### src/rtv_pkg.sv
// Package for the real-time clock time value registers: offsets, field layouts, states.
// Assumes a 32-bit AXI4-Lite register bus and one 250 MHz clock.
// Function
// When the window pointer is 01 the shared window shows the weekday-and-hours view.
// When the window pointer is 00 the shared window shows the minutes-and-seconds view.
// Bits 10..8 of the weekday-and-hours view hold the weekday digit, 0 to 6.
// Bits 5..4 of the weekday-and-hours view hold the hour tens digit, 0 to 2.
// Bits 3..0 of the weekday-and-hours view hold the hour ones digit, 0 to 9.
// Bits 14..12 of the minutes-and-seconds view hold the minute tens digit, 0 to 5.
// Bits 11..8 of the minutes-and-seconds view hold the minute ones digit, 0 to 9.
// Bits 6..4 of the minutes-and-seconds view hold the second tens digit, 0 to 5.
// Bits 3..0 of the minutes-and-seconds view hold the second ones digit, 0 to 9.
// Writes to the weekday-and-hours view take effect only while write enable is 1.
// Bits that carry no time field read zero and ignore writes.
// Time fields have no defined value after reset until software loads them.
package rtv_pkg;
  localparam logic [3:0]  ctrl_offset   = 4'h0;
  localparam logic [3:0]  window_offset = 4'h4;
  localparam logic [1:0]  ptr_min_sec   = 2'h0;
  localparam logic [1:0]  ptr_weekday_digit_hr   = 2'h1;
  localparam int          ptr_lsb       = 0;
  localparam int          wren_bit      = 8;
  localparam logic [15:0] weekday_digit_hr_mask  = 16'h073f;
  localparam logic [15:0] min_sec_mask  = 16'h7f7f;
  localparam logic [1:0]  resp_okay     = 2'h0;
  localparam logic [1:0]  resp_slverr   = 2'h2;
  localparam logic [1:0]  ptr_reset     = 2'h0;
  localparam logic        wren_reset    = 1'b0;
  localparam int          view_count    = 2;

  typedef struct packed {
    logic [4:0] pad;
    logic [2:0] weekday_digit;
    logic [1:0] pad2;
    logic [1:0] hour_tens_digit;
    logic [3:0] hour_ones_digit;
  } rtv_weekday_digit_hr_t;

  typedef struct packed {
    logic       pad;
    logic [2:0] minute_tens_digit;
    logic [3:0] minute_ones_digit;
    logic       pad2;
    logic [2:0] second_tens_digit;
    logic [3:0] second_ones_digit;
  } rtv_min_sec_t;

  typedef enum logic [1:0] {
    rtv_idle = 2'b01,
    rtv_resp = 2'b10
  } rtv_state_t;
endpackage : rtv_pkg

### src/rtv_view_reg.sv
// One 16-bit time view register with a field mask.
// Assumes the parent qualifies the write strobe.
`timescale 1ns/1ns
module rtv_view_reg #(
  parameter logic [15:0] mask = 16'hffff
) (
  input  wire logic        core_clk,
  input  wire logic        clk_en,
  input  wire logic        wr,
  input  wire logic [15:0] wdata,
  input  wire logic [1:0]  wstrb,
  output logic      [15:0] value
);
  logic [15:0] store;

  // No reset: contents are undefined until software loads the time
  always_ff @(posedge core_clk)
  begin
    if (clk_en && wr)
    begin
      if (wstrb[0])
        store[7:0] <= wdata[7:0];
      if (wstrb[1])
        store[15:8] <= wdata[15:8];
    end
  end

  assign value = store & mask;
endmodule : rtv_view_reg

### src/rtv_time_value.sv
// Time value window of the calendar: pointer, write enable and two BCD views.
// Assumes an AXI4-Lite master with at most one read and one write in flight.
`timescale 1ns/1ns
module rtv_time_value (
  input  wire logic        core_clk,
  input  wire logic        reset_n,
  input  wire logic        clk_en,
  input  wire logic [3:0]  s_axi_awaddr,
  input  wire logic        s_axi_awvalid,
  output logic             s_axi_awready,
  input  wire logic [31:0] s_axi_wdata,
  input  wire logic [3:0]  s_axi_wstrb,
  input  wire logic        s_axi_wvalid,
  output logic             s_axi_wready,
  output logic [1:0]       s_axi_bresp,
  output logic             s_axi_bvalid,
  input  wire logic        s_axi_bready,
  input  wire logic [3:0]  s_axi_araddr,
  input  wire logic        s_axi_arvalid,
  output logic             s_axi_arready,
  output logic [31:0]      s_axi_rdata,
  output logic [1:0]       s_axi_rresp,
  output logic             s_axi_rvalid,
  input  wire logic        s_axi_rready
);
  import rtv_pkg::*;

  logic        aw_held;
  logic        w_held;
  logic [3:0]  aw_addr;
  logic [31:0] w_data;
  logic [3:0]  w_strb;
  logic [1:0]  value_window_pointer;
  logic        clock_write_enable;
  logic [15:0] view_value [view_count];
  logic [view_count-1:0] view_wr;
  logic        wr_fire;
  logic [15:0] shared_value_window;
  rtv_state_t  wr_state;
  rtv_state_t  rd_state;

  assign wr_fire = (wr_state == rtv_idle) && aw_held && w_held;

  // Address and data are taken independently, each once per write
  always_ff @(posedge core_clk or negedge reset_n)
  begin
    if (!reset_n)
    begin
      aw_held <= 1'b0;
      w_held  <= 1'b0;
      aw_addr <= 4'h0;
      w_data  <= 32'h0;
      w_strb  <= 4'h0;
    end
    else if (clk_en)
    begin
      if (s_axi_awvalid && s_axi_awready)
      begin
        aw_held <= 1'b1;
        aw_addr <= s_axi_awaddr;
      end
      else if (wr_fire)
        aw_held <= 1'b0;
      if (s_axi_wvalid && s_axi_wready)
      begin
        w_held <= 1'b1;
        w_data <= s_axi_wdata;
        w_strb <= s_axi_wstrb;
      end
      else if (wr_fire)
        w_held <= 1'b0;
    end
  end

  always_ff @(posedge core_clk or negedge reset_n)
  begin
    if (!reset_n)
    begin
      s_axi_awready <= 1'b0;
      s_axi_wready  <= 1'b0;
    end
    else if (clk_en)
    begin
      s_axi_awready <= !aw_held && !(s_axi_awvalid && s_axi_awready) && wr_state == rtv_idle;
      s_axi_wready  <= !w_held && !(s_axi_wvalid && s_axi_wready) && wr_state == rtv_idle;
    end
  end

  always_ff @(posedge core_clk or negedge reset_n)
  begin
    if (!reset_n)
    begin
      wr_state     <= rtv_idle;
      s_axi_bvalid <= 1'b0;
      s_axi_bresp  <= resp_okay;
    end
    else if (clk_en)
    begin
      case (wr_state)
        rtv_idle:
        begin
          if (wr_fire)
          begin
            wr_state     <= rtv_resp;
            s_axi_bvalid <= 1'b1;
            s_axi_bresp  <= (aw_addr == ctrl_offset || aw_addr == window_offset)
                            ? resp_okay : resp_slverr;
          end
        end
        rtv_resp:
        begin
          if (s_axi_bready)
          begin
            wr_state     <= rtv_idle;
            s_axi_bvalid <= 1'b0;
          end
        end
        default:
        begin
          wr_state     <= rtv_idle;
          s_axi_bvalid <= 1'b0;
        end
      endcase
    end
  end

  // Control word: pointer in bits 1..0, write enable in bit 8
  always_ff @(posedge core_clk or negedge reset_n)
  begin
    if (!reset_n)
    begin
      value_window_pointer <= ptr_reset;
      clock_write_enable   <= wren_reset;
    end
    else if (clk_en && wr_fire && aw_addr == ctrl_offset)
    begin
      if (w_strb[0])
        value_window_pointer <= w_data[ptr_lsb+1:ptr_lsb];
      if (w_strb[1])
        clock_write_enable <= w_data[wren_bit];
    end
  end

  // Pointer values 10 and 11 select no view, so writes there are dropped
  assign view_wr[0] = wr_fire && aw_addr == window_offset
                      && value_window_pointer == ptr_min_sec;
  assign view_wr[1] = wr_fire && aw_addr == window_offset && clock_write_enable
                      && value_window_pointer == ptr_weekday_digit_hr;

  genvar gi;
  generate
    for (gi = 0; gi < view_count; gi++)
    begin : g_view
      rtv_view_reg #(
        .mask (gi == 0 ? min_sec_mask : weekday_digit_hr_mask)
      ) u_view (
        .core_clk (core_clk),
        .clk_en   (clk_en),
        .wr       (view_wr[gi]),
        .wdata    (w_data[15:0]),
        .wstrb    (w_strb[1:0]),
        .value    (view_value[gi])
      );
    end
  endgenerate

  always_comb
  begin
    case (value_window_pointer)
      ptr_min_sec: shared_value_window = view_value[0];
      ptr_weekday_digit_hr: shared_value_window = view_value[1];
      default:     shared_value_window = 16'h0;
    endcase
  end

  always_ff @(posedge core_clk or negedge reset_n)
  begin
    if (!reset_n)
    begin
      rd_state      <= rtv_idle;
      s_axi_arready <= 1'b0;
      s_axi_rvalid  <= 1'b0;
      s_axi_rdata   <= 32'h0;
      s_axi_rresp   <= resp_okay;
    end
    else if (clk_en)
    begin
      case (rd_state)
        rtv_idle:
        begin
          s_axi_arready <= !(s_axi_arvalid && s_axi_arready);
          if (s_axi_arvalid && s_axi_arready)
          begin
            rd_state     <= rtv_resp;
            s_axi_rvalid <= 1'b1;
            s_axi_rresp  <= resp_okay;
            if (s_axi_araddr == ctrl_offset)
              s_axi_rdata <= {23'h0, clock_write_enable, 6'h0, value_window_pointer};
            else if (s_axi_araddr == window_offset)
              s_axi_rdata <= {16'h0, shared_value_window};
            else
            begin
              s_axi_rdata <= 32'h0;
              s_axi_rresp <= resp_slverr;
            end
          end
        end
        rtv_resp:
        begin
          s_axi_arready <= 1'b0;
          if (s_axi_rready)
          begin
            rd_state     <= rtv_idle;
            s_axi_rvalid <= 1'b0;
          end
        end
        default:
        begin
          rd_state     <= rtv_idle;
          s_axi_rvalid <= 1'b0;
        end
      endcase
    end
  end

  a_weekday_digit_locked: assert property (@(posedge core_clk) disable iff (!reset_n)
    // Views hold unknowns until first loaded, so compare case-exactly
    clk_en && !clock_write_enable |=> view_value[1] === $past(view_value[1]) || $past(!clk_en))
    else $error("weekday view changed while locked");
  a_unused_zero: assert property (@(posedge core_clk) disable iff (!reset_n)
    (view_value[0] & ~min_sec_mask) == 16'h0 && (view_value[1] & ~weekday_digit_hr_mask) == 16'h0)
    else $error("unused view bit nonzero");
  a_window_minsec: assert property (@(posedge core_clk) disable iff (!reset_n)
    value_window_pointer == ptr_min_sec |-> shared_value_window === view_value[0])
    else $error("window not minutes view");
  a_window_wdayhr: assert property (@(posedge core_clk) disable iff (!reset_n)
    value_window_pointer == ptr_weekday_digit_hr |-> shared_value_window === view_value[1])
    else $error("window not weekday view");
  a_read_window: assert property (@(posedge core_clk) disable iff (!reset_n)
    clk_en && rd_state == rtv_idle && s_axi_arvalid && s_axi_arready
    && s_axi_araddr == window_offset
    |=> s_axi_rvalid && s_axi_rdata[31:16] == 16'h0)
    else $error("window read upper bits nonzero");
  a_write_minsec: assert property (@(posedge core_clk) disable iff (!reset_n)
    clk_en && view_wr[0] && w_strb[1:0] == 2'h3
    |=> !clk_en || view_value[0] == ($past(w_data[15:0]) & min_sec_mask))
    else $error("minutes view write lost");
  a_write_wdayhr: assert property (@(posedge core_clk) disable iff (!reset_n)
    clk_en && view_wr[1] && w_strb[1:0] == 2'h3
    |=> !clk_en || view_value[1] == ($past(w_data[15:0]) & weekday_digit_hr_mask))
    else $error("weekday view write lost");
  a_bresp_follow: assert property (@(posedge core_clk) disable iff (!reset_n)
    clk_en && wr_fire |=> s_axi_bvalid)
    else $error("write response missing");
endmodule : rtv_time_value

### config.mk
export PLATFORM = sky130hd
export DESIGN_NAME = rtv_time_value
export DESIGN_NICKNAME = d
export VERILOG_FILES = /design/src/rtv_pkg.sv /design/src/rtv_view_reg.sv /design/src/rtv_time_value.sv
export SDC_FILE = /design/constraint.sdc
export NUM_CORES = 1
export LEC_CHECK = 0
export BUFFER_PORTS_ARGS = -buffer_cell sky130_fd_sc_hd__buf_2
export CAP_MARGIN = 20
export CORE_ASPECT_RATIO = 1.1
export CORE_MARGIN = 10
export CORE_UTILIZATION = 50
export DETAILED_ROUTE_END_ITERATION = 8
export MAX_ROUTING_LAYER = met4
export PLACE_DENSITY = 0.88
export SYNTH_ARGS = -nofsm -noshare
export SYNTH_HDL_FRONTEND = slang
export SYNTH_SLANG_ARGS = --single-unit
### constraint.sdc
create_clock -name core_clk -period 2 [get_ports core_clk]
set_input_delay 0.4 -clock core_clk [delete_from_list [all_inputs] [get_ports core_clk]]
set_output_delay 0.4 -clock core_clk [all_outputs]
set_load 0.03 [all_outputs]
Word-level counts from Yosys, hierarchy flattened
Index checks and enable logic that the tools add are counted.
{ "totals": {"ff_bits": 94, "input_bits": 52, "output_inout_bits": 41} }
{ "classes": {"n_eq_ne": 11, "mux": 22, "n_reduce_logical": 44} }
{ "ops": {"columns": ["cell", "count"], "rows": [
  ["2-to-1 mux 16 bit", 2],
  ["one-hot mux 15 bit (2 select lines)", 1],
  ["AND reduction 2 bit", 11],
  ["logical AND 1 bit", 17],
  ["2-to-1 mux 2 bit", 7],
  ["AND reduction 3 bit", 4],
  ["equality test 4 x 3 -> 1 bit (second input constant)", 2],
  ["logical NOT 4 bit", 2],
  ["!= test 2 bit (second input constant)", 4],
  ["one-hot mux 2 bit (2 select lines)", 2],
  ["2-to-1 mux 1 bit", 7],
  ["equality test 2 x 1 -> 1 bit (second input constant)", 3],
  ["one-hot mux 1 bit (2 select lines)", 3],
  ["nonzero test 2 bit", 3],
  ["logical NOT 1 bit", 5],
  ["equality test 2 bit (second input constant)", 2],
  ["logical NOT 2 bit", 1],
  ["logical OR 1 bit", 1]
]} }

Longest topological paths before layout
Gate-level depths: netlist (run 1).
{ "depth": {"depth_word": 8, "ltp_mapped": 6, "mapped_depth_nobuf": 6} }

By module
From an unflattened synthesis (run 1), not the netlist that was laid out.
{ "unflattened": {"cells_unflattened": 246, "area_unflattened_um2": 3316.9} }
{ "modules_own_cells": {"columns": ["mod", "n_inst", "cells_per_inst", "area_each_um2", "seq_area_each_um2"], "rows": [
  ["rtv_time_value", 1, 208, 2526.2, 1303.8],
  ["rtv_view_reg at g_view[0].u_view", 1, 19, 451.7, 420.4],
  ["rtv_view_reg at g_view[1].u_view", 1, 19, 339.1, 270.3]
]} }

Worst setup path before layout (run 1)
OpenSTA, ideal clock, no wires.
{ "synth_timing": {"kind": "reg2reg", "from": "register s_axi_bvalid (netlist name)", "to": "register g_view[0].u_view.store[0] (enable)", "arrival_ns": 1.325, "t_required_ns": 1.675, "slack_ns": 0.349, "stages_incl_launch_ff": 4, "path_cell_list": "dfrtp_1 > and2b_1 > and3_4 > and4_1"} }
{ "synth_lines": {"columns": ["element", "line", "rtl"], "rows": [
  ["to (signal assigned)", "rtv_view_reg.sv:22", "store[7:0] <= wdata[7:0];"],
  ["to (decl)", "rtv_view_reg.sv:14", "logic [15:0] store;"]
]} }

Worst setup path after layout (run 1)
{ "layout_timing": {"from": "register wr_state[0]", "to": "register g_view[0].u_view.store[1] (enable)"} }
{ "layout_between": {"elab_chain_cells": 7} }
{ "layout_lines": {"columns": ["element", "line", "rtl"], "rows": [
  ["from (decl)", "rtv_time_value.sv:39", "rtv_state_t wr_state;"],
  ["from (signal assigned)", "rtv_time_value.sv:93", "wr_state <= rtv_idle;"],
  ["from (signal assigned)", "rtv_time_value.sv:104", "wr_state <= rtv_resp;"],
  ["from (signal assigned)", "rtv_time_value.sv:114", "wr_state <= rtv_idle;"],
  ["equality test 2 x 1 -> 1 bit", "rtv_time_value.sv:42", "assign wr_fire = (wr_state == rtv_idle) && aw_held && w_held;"],
  ["logical AND 1 bit (2 in series)", "rtv_time_value.sv:42", null],
  ["logical AND 1 bit", "rtv_time_value.sv:145", "assign view_wr[0] = wr_fire && aw_addr == window_offset"],
  ["logical AND 1 bit", "rtv_time_value.sv:146", "&& value_window_pointer == ptr_min_sec;"],
  ["logical AND 1 bit", "rtv_view_reg.sv:19", "if (clk_en && wr)"],
  ["AND reduction 2 bit (no source line)", null, null]
]} }
No other way between the ends.
A chain may end at the register's enable or synchronous reset.

==> flow_summary.ini, run 1 <==
[clocking]
clkTransAtPathRegs_ns = 0.07
worstSkewPairLatency_ns = 0.33
clock-sinks = 71
cts_setup_buffers = 0
root_buffer = clkbuf_8
cts_buffer_depth = 2
cts-buffers-inserted = 9
cts_resized = 0
cts_max_level = 3
cts-hold-fix-buffers = 0
cts_tree = yes

[worst_hold_path]
hold_path_class = in2async

[placement]
gp_congestion = 0.811
portBuffers = 52
dp_hpwl_um = 4220

[die]
initial_utilization_pct = 51.4
die_y_um = 101
dieArea_um2 = 9370
pin_count = 93
rows = 29
die_x_um = 93.2
fp.coreArea_um2 = 5730

[drt]
routedWlPerCell_um = 15.0
num_vias = 1835
drt_pass1_iterations = 4
antenna_left = 0
drc = 0
wl_um = 5530
vias_per_cell = 4.97
drt-initial-drc-count = 113

[sta]
maxSlewHeadroom_pct = 62.0
fmax_ghz = 0.570
drv_slew = 0
finalClockSkew_ns = 0.0121
period_minus_slack_ns = 1.76
setup_violations = 0
final.setup.tns_ns = 0
min_period_over_period_pct = 87.8
worstMarginPinSlew_ns = 0.570
hold_violations = 0
hold_ws_ns = 0.0522
rsz0062_at_grt = no

[layout]
diodes = 0
most-common-layout-cells = buf_2 (52), dfrtp_1 (46), nand2_1 (30)
syn_to_final_growth_pct = 17.1
layout-drive-gt1-share_pct = 32.9
nets = 341
final_common_cell = buf_2

[synth]
synthesis.area_um2 = 2950
synth-seq-cells = 71
ys_seq_area_share_pct = 64.2
synth-edff-count = 23
async_reset_ff_share_pct = 67.6
yosysWarnings = 0
yosysUniqueCellTypes = 35
synth-main-ff-cell = dfrtp_1
syn_area_per_cell_um2 = 13.0
postSynthCellCount = 226

[global_route]
grt_pass1_vias = 1922
antenna_found_initial = 0
grt_max_degree = 26
grtUsageTotal_pct = 12.6
grt.overflow.total = 0
grt_pass1_wl_um = 9090

[setup_path]
worst-path-max-fanout = 7
end_kind = register
crit_path_start_kind = register
path_class = reg2reg
required_ns = 1.99
worstPathArrival_ns = 1.75

[power_and_ir_drop]
pwr_density_cell_nw_per_um2 = 1300
total_power_w = 0.00448
leakage_nw = 1.56
ir_worst_vdd_uv = 831

[status]
status = completed

[job]
drv_cap = 0
==> registers in the layout, summed over array words and instances (netlist names), 2 cells and up <==
register              flops
g_view.u_view.store      23
value_window_pointer      2
s_axi_rdata              14
aw_addr                   4
w_data                   14
w_strb                    2
==> metal layers <==
metal  GRT usage, %  routed length, µm  part of all wire [%]  vias to the layer above
met5              -                  0                     0                        -
met4           6.18                127                   2.3                        0
met3           3.95                320                   5.8                       13
met2           20.5               2790                    50                       67
met1           13.7               2300                    42                      869
li1               -                  -                     -                      886
==> cell families (layout without fill, tap and decap cells) <==
family	Yosys count	after routing	share of synthesized area [%]
other	1	20	0.127
muxes	31	31	11.8
adders and majority gates	2	2	0.848
AOI/OAI and AO/OA	31	31	6.19
and+or+nand+nor	56	56	9.84
DFF	71	71	64.2
buffers and inverters	34	81	7.00
==> critical path: stages (launching register included) <==
cell and delay, ns:
dfstp_2 0.55, and2b_1 0.20, and3_4 0.25, and4_1 0.42
==> cell usage after synthesis, types with 2 or more instances <==
cell type / number / area share, %
dfrtp_1: 46 / 39
nand2_1: 30 / 3.8
edfxtp_1: 23 / 23
buf_4: 20 / 5.1
mux2_2: 20 / 7.6
o21ai_0: 13 / 2.2
inv_1: 9 / 1.1
mux2i_1: 8 / 2.7
a21oi_1: 7 / 1.2
o31ai_1: 6 / 1.5
and4_1: 4 / 1.2
nand3_1: 4 / 0.68
nor3_1: 4 / 0.68
buf_2: 3 / 0.51
nor2_1: 3 / 0.38
clkbuf_1: 2 / 0.25
dfstp_2: 2 / 1.8
ha_1: 2 / 0.85
mux2_4: 2 / 1.0
nand3b_1: 2 / 0.51
o22ai_1: 2 / 0.42
==> path summary, 6_finish.rpt <==
| kind | endpoint | slack, ns | from | depth (start not counted) |
|---|---|---|---|---|
| min in group core_clk | aw_addr[3]$_DFFE_PN0P_ | 0.30 | s_axi_awaddr[3] | 2 |
| worst min register to register | g_view[0].u_view.store[14]$_DFFE_PP_ | 0.45 | w_data[14]$_DFFE_PN0P_ | 0 |
| worst min-delay path | s_axi_awready$_DFFE_PN0P_ | 0.05 | reset_n | 1 |
| worst max register to register | g_view[0].u_view.store[1]$_DFFE_PP_ | 0.24 | wr_state[0]$_DFFE_PN1P_ | 3 |
| max in group asynchronous | wr_state[0]$_DFFE_PN1P_ | 1.35 | reset_n | 2 |
| worst max-delay path | g_view[0].u_view.store[1]$_DFFE_PP_ | 0.24 | wr_state[0]$_DFFE_PN1P_ | 3 |
==> power by group <==
part	internal, W	total (W)	switching, W
sequential	0.00195	0.00222	0.000271
clock	0.000695	0.00117	0.000480
combinational	0.000445	0.00109	0.000643
total	0.00309	0.00448	0.00139
==> layout make-up <==
type | instances | area, µm²
fill | 454 | 2280
sequential | 71 | 1890
multi-input combinational | 140 | 920
timing repair buffer | 56 | 303
clock buffer | 11 | 131
tap | 77 | 96.3
clock inverter | 5 | 73.8
inverter | 9 | 33.8
==> through the flow <==
step	setup WS (ns)	instance area (µm²)	cells	util, %
after floorplan	0.349	3020	245	-
after global placement	0.330	3250	353	56.6
after detailed placement	0.290	3250	353	56.6
after CTS	0.247	3450	369	60.2
after global routing	0.162	3450	369	60.2
final	0.245	3450	369	60.2
No activity file was read; power rests on OpenSTA's default activity.
==> run 2: changes to the inputs <==
--- a/config.mk
+++ b/config.mk
@@ -9,10 +9,11 @@
 export CAP_MARGIN = 20
 export CORE_ASPECT_RATIO = 1.1
 export CORE_MARGIN = 10
-export CORE_UTILIZATION = 50
+export CORE_UTILIZATION = 52
+export CTS_BUF_LIST = sky130_fd_sc_hd__clkbuf_8
 export DETAILED_ROUTE_END_ITERATION = 8
 export MAX_ROUTING_LAYER = met4
-export PLACE_DENSITY = 0.88
+export PLACE_DENSITY = 0.91
 export SYNTH_ARGS = -nofsm -noshare
 export SYNTH_HDL_FRONTEND = slang
 export SYNTH_SLANG_ARGS = --single-unit
==> flow_summary.ini, run 2 (synthesis results as in run 1) <==
[status]
status = completed

[layout]
top_regs = g_view.u_view.store: 23 flops, s_axi_rdata: 14 flops, w_data: 14 flops
final_common_cell = buf_2
diodes = 0
syn_to_final_growth_pct = 16.4
most-common-layout-cells = buf_2 (52), dfrtp_1 (46), nand2_1 (30)
largest_reg_flops = 23
final_cells = 366
largest_register = g_view.u_view.store
post-route-util_pct = 63.2
layout-drive-gt1-share_pct = 33.0
nets = 341

[global_route]
grtUsageTotal_pct = 13.6
grt.overflow.total = 0
grt_pass1_wl_um = 9480
grt_pass1_vias = 1927
grt_max_degree = 26
antenna_found_initial = 0

[setup_path]
end_kind = register
rrSetupSlack_ns = 0.25
path_class = reg2reg
worst-path-max-fanout = 7
cp_cell_sequence = and2b_1 -> and3_4 -> and4_1
max_stage_delay_ns = 0.54
crit_path_start_kind = register
worstPathArrival_ns = 1.76
required_ns = 2.01
cpMaxStageDelayCell = dfstp_2

[sta]
setup_violations = 0
drv_slew = 0
fmax_ghz = 0.571
final.setup.tns_ns = 0
maxSlewHeadroom_pct = 63.2
finalClockSkew_ns = 0.0127
worstMarginPinSlew_ns = 0.552
period_minus_slack_ns = 1.75
hold_violations = 0
rsz0062_at_grt = no
min_period_over_period_pct = 87.6

[clocking]
cts_setup_buffers = 0
cts-hold-fix-buffers = 0
clock-sinks = 71
worstSkewPairLatency_ns = 0.34
cts_max_level = 3
clkTransAtPathRegs_ns = 0.07
cts_tree = yes
root_buffer = clkbuf_8
cts-buffers-inserted = 9
cts_buffer_depth = 2
cts_resized = 0

[power_and_ir_drop]
pwr_density_cell_nw_per_um2 = 1290
leakage_nw = 1.55
ir_worst_vdd_uv = 1040

[die]
die_x_um = 91.8
dieArea_um2 = 9090
die_y_um = 99.0
initial_utilization_pct = 54.3
rows = 28
fp.coreArea_um2 = 5430
pin_count = 93

[drt]
num_vias = 1881
drc = 0
drt-initial-drc-count = 110
vias_per_cell = 5.14
routedWlPerCell_um = 16.3
wl_um = 5970
drt_pass1_iterations = 4
antenna_left = 0

[placement]
place_inst = 351
portBuffers = 52
gp_congestion = 0.816
dp_hpwl_um = 4470

[worst_hold_path]
hold_path_class = in2async

[job]
drv_cap = 0
run 2: cell count changes in the layout (fill, tap and decap cells not counted):
cell and delta:
inv_1 +1, clkbuf_8 +1, bufinv_16 -1, clkbuf_1 -2, clkinv_2 -1, clkinvlp_4 +1
run 2: worst paths after layout:
path                                         start                                   end  cells after the start
hold / removal                             reset_n              s_axi_bvalid$_DFFE_PN0P_                      1
setup / recovery           wr_state[0]$_DFFE_PN1P_  g_view[0].u_view.store[10]$_DFFE_PP_                      3
hold reg to reg             w_data[13]$_DFFE_PN0P_  g_view[0].u_view.store[13]$_DFFE_PP_                      0
setup reg to reg           wr_state[0]$_DFFE_PN1P_  g_view[0].u_view.store[10]$_DFFE_PP_                      3
max in group asynchronous                  reset_n   value_window_pointer[1]$_DFFE_PN0P_                      2
min in group core_clk              s_axi_awaddr[1]                aw_addr[1]$_DFFE_PN0P_                      2
run 2: layout make-up:
cell class	count	area, µm²
Timing Repair Buffer	56	303
Fill cell	416	2000
Clock inverter	5	50.0
Tap cell	75	93.8
Multi-Input combinational cell	140	920
Clock buffer	10	138
Sequential cell	71	1890
Inverter	9	33.8
run 2: through the flow:
step	total power, W	cell area (µm²)	worst slack (ns)	hold slack, ns
floorplan	0.00301	3020	0.349	0.104
global placement	0.00325	3240	0.339	0.406
detailed placement	0.00335	3240	0.286	0.417
CTS	0.00444	3430	0.257	0.0515
global route	0.00465	3430	0.189	0.0715
finish	0.00441	3430	0.248	0.0468
run 2: power breakdown:
group / switching, W / leakage (nW) / internal, W / total [W]
Sequential: 0.000280 / 0.809 / 0.00195 / 0.00223
Combinational: 0.000660 / 0.648 / 0.000445 / 0.00111
Clock: 0.000486 / 0.0970 / 0.000592 / 0.00108
run 2: layer usage:
layer  global-route usage, %  part of all wire (%)  vias up  wire length [µm]
li1                        -                     -      882                 -
met1                    14.4                    41      894              2420
met2                    22.1                    50       84              2980
met3                    4.32                   6.4       21               384
met4                    7.72                   3.0        0               181
met5                       -                     0        -                 0
run 2: worst max-delay path: cells and delay by family, from the launching register on:
| family | cells | cell delay, ns |
|---|---|---|
| DFF | 1 | 0.54 |
| and+or+nand+nor | 3 | 0.88 |
==> run 3: changes to the inputs <==
--- a/config.mk
+++ b/config.mk
@@ -7,7 +7,6 @@
 export LEC_CHECK = 0
 export BUFFER_PORTS_ARGS = -buffer_cell sky130_fd_sc_hd__buf_2
 export CAP_MARGIN = 20
-export CORE_ASPECT_RATIO = 1.1
 export CORE_MARGIN = 10
 export CORE_UTILIZATION = 52
 export CTS_BUF_LIST = sky130_fd_sc_hd__clkbuf_8
==> flow_summary.ini, run 3 (synthesis results as in run 1) <==
[setup_path]
reg2reg_depth = 3
r2r_start = wr_state[0]$_DFFE_PN1P_
path_class = reg2reg
required_ns = 2.00
crit_path_start_kind = register
rrSetupSlack_ns = 0.30
worst-path-max-fanout = 7
worst_r2r_endpoint = g_view[0].u_view.store[1]$_DFFE_PP_
worstPathArrival_ns = 1.70
end_kind = register

[layout]
final_cell_area_um2 = 3410
most-common-layout-cells = buf_2 (52), dfrtp_1 (46), nand2_1 (30)
diodes = 0
layout-drive-gt1-share_pct = 33.0
largest_reg_flops = 23
fill_cells = 443
largest_register = g_view.u_view.store
final_common_cell = buf_2
nets = 340
top_regs = g_view.u_view.store: 23 flops, s_axi_rdata: 14 flops, w_data: 14 flops
syn_to_final_growth_pct = 15.6

[power_and_ir_drop]
leakage_nw = 1.55
ir_worst_vdd_uv = 675
total_power_w = 0.00429
pwr_density_cell_nw_per_um2 = 1260

[clocking]
cts-buffers-inserted = 9
cts_max_level = 3
cts_tree = yes
cts_buffer_depth = 2
cts-hold-fix-buffers = 0
cts_resized = 0
worstSkewPairLatency_ns = 0.33
cts_setup_buffers = 0
clkTransAtPathRegs_ns = 0.07
root_buffer = clkbuf_8
clock-sinks = 71

[die]
pin_count = 93
rows = 27
fp.coreArea_um2 = 5510
die_y_um = 95.3
initial_utilization_pct = 53.6
dieArea_um2 = 9080
die_x_um = 95.3

[drt]
vias_per_cell = 5.02
drc = 0
num_vias = 1824
drt_pass1_iterations = 4
routedWlPerCell_um = 15.0
antenna_left = 0
wl_um = 5440
drt-initial-drc-count = 66

[sta]
hold_ws_ns = 0.0463
hold_violations = 0
period_minus_slack_ns = 1.70
min_period_over_period_pct = 85.0
setup_violations = 0
finalClockSkew_ns = 0.00447
rsz0062_at_grt = no
final.setup.tns_ns = 0
worstMarginPinSlew_ns = 0.538
drv_slew = 0
maxSlewHeadroom_pct = 64.1
fmax_ghz = 0.588

[global_route]
grt_pass1_wl_um = 8710
grtUsageTotal_pct = 12.8
antenna_found_initial = 0
grt_pass1_vias = 1944
grt.overflow.total = 0
grt_max_degree = 26

[job]
drv_cap = 0

[worst_hold_path]
hold_path_class = in2async

[status]
status = completed

[placement]
dp_hpwl_um = 4300
place_area_um2 = 3230
portBuffers = 52
gp_congestion = 0.752
run 3: worst max-delay path, cell delays in order, from the launching register on:
cell     delay (ns)
dfstp_2        0.54
and2b_1        0.20
and3_4         0.24
and4_1         0.39
run 3: power by group:
group | switching [W] | internal [W] | total [W]
sequential | 0.000264 | 0.00195 | 0.00221
clock | 0.000484 | 0.000505 | 0.000988
combinational | 0.000645 | 0.000444 | 0.00109
run 3: per-stage QoR:
step / util, % / instances / setup slack [ns]
after floorplan: - / 245 / 0.349
after global placement: 58.7 / 347 / 0.225
after detailed placement: 58.7 / 347 / 0.180
after CTS: 61.9 / 363 / 0.282
after global routing: 61.9 / 363 / 0.200
final: 61.9 / 363 / 0.299
run 3: layout make-up:
class	instances	area, µm²	share of cell area (%)
sequential	71	1890	55.6
multi-input combinational	140	920	27.0
timing repair buffer	55	295	8.66
clock buffer	11	151	4.44
tap	72	90.1	2.64
inverter	9	33.8	0.991
clock inverter	5	25.0	0.734
run 3: worst max path at each step:
| stage | startpoint | end | slack, ns | cells past startpoint |
|---|---|---|---|---|
| after CTS | wr_state[0]$_DFFE_PN1P_ | g_view[0].u_view.store[4]$_DFFE_PP_ | 0.28 | 3 |
| after global routing | wr_state[0]$_DFFE_PN1P_ | g_view[0].u_view.store[4]$_DFFE_PP_ | 0.20 | 3 |
| after detailed placement | clk_en | g_view[0].u_view.store[3]$_DFFE_PP_ | 0.18 | 4 |
| after global placement | clk_en | g_view[0].u_view.store[3]$_DFFE_PP_ | 0.23 | 4 |
| after floorplan | s_axi_bvalid$_DFFE_PN0P_ | g_view[0].u_view.store[0]$_DFFE_PP_ | 0.35 | 3 |
| final | wr_state[0]$_DFFE_PN1P_ | g_view[0].u_view.store[1]$_DFFE_PP_ | 0.30 | 3 |
run 3: routing by layer:
metal	up-vias	track usage, %	wire length (µm)
met5	-	-	0
met4	0	7.86	94
met3	12	4.01	525
met2	65	20.8	2640
met1	859	13.2	2180
li1	888	-	-
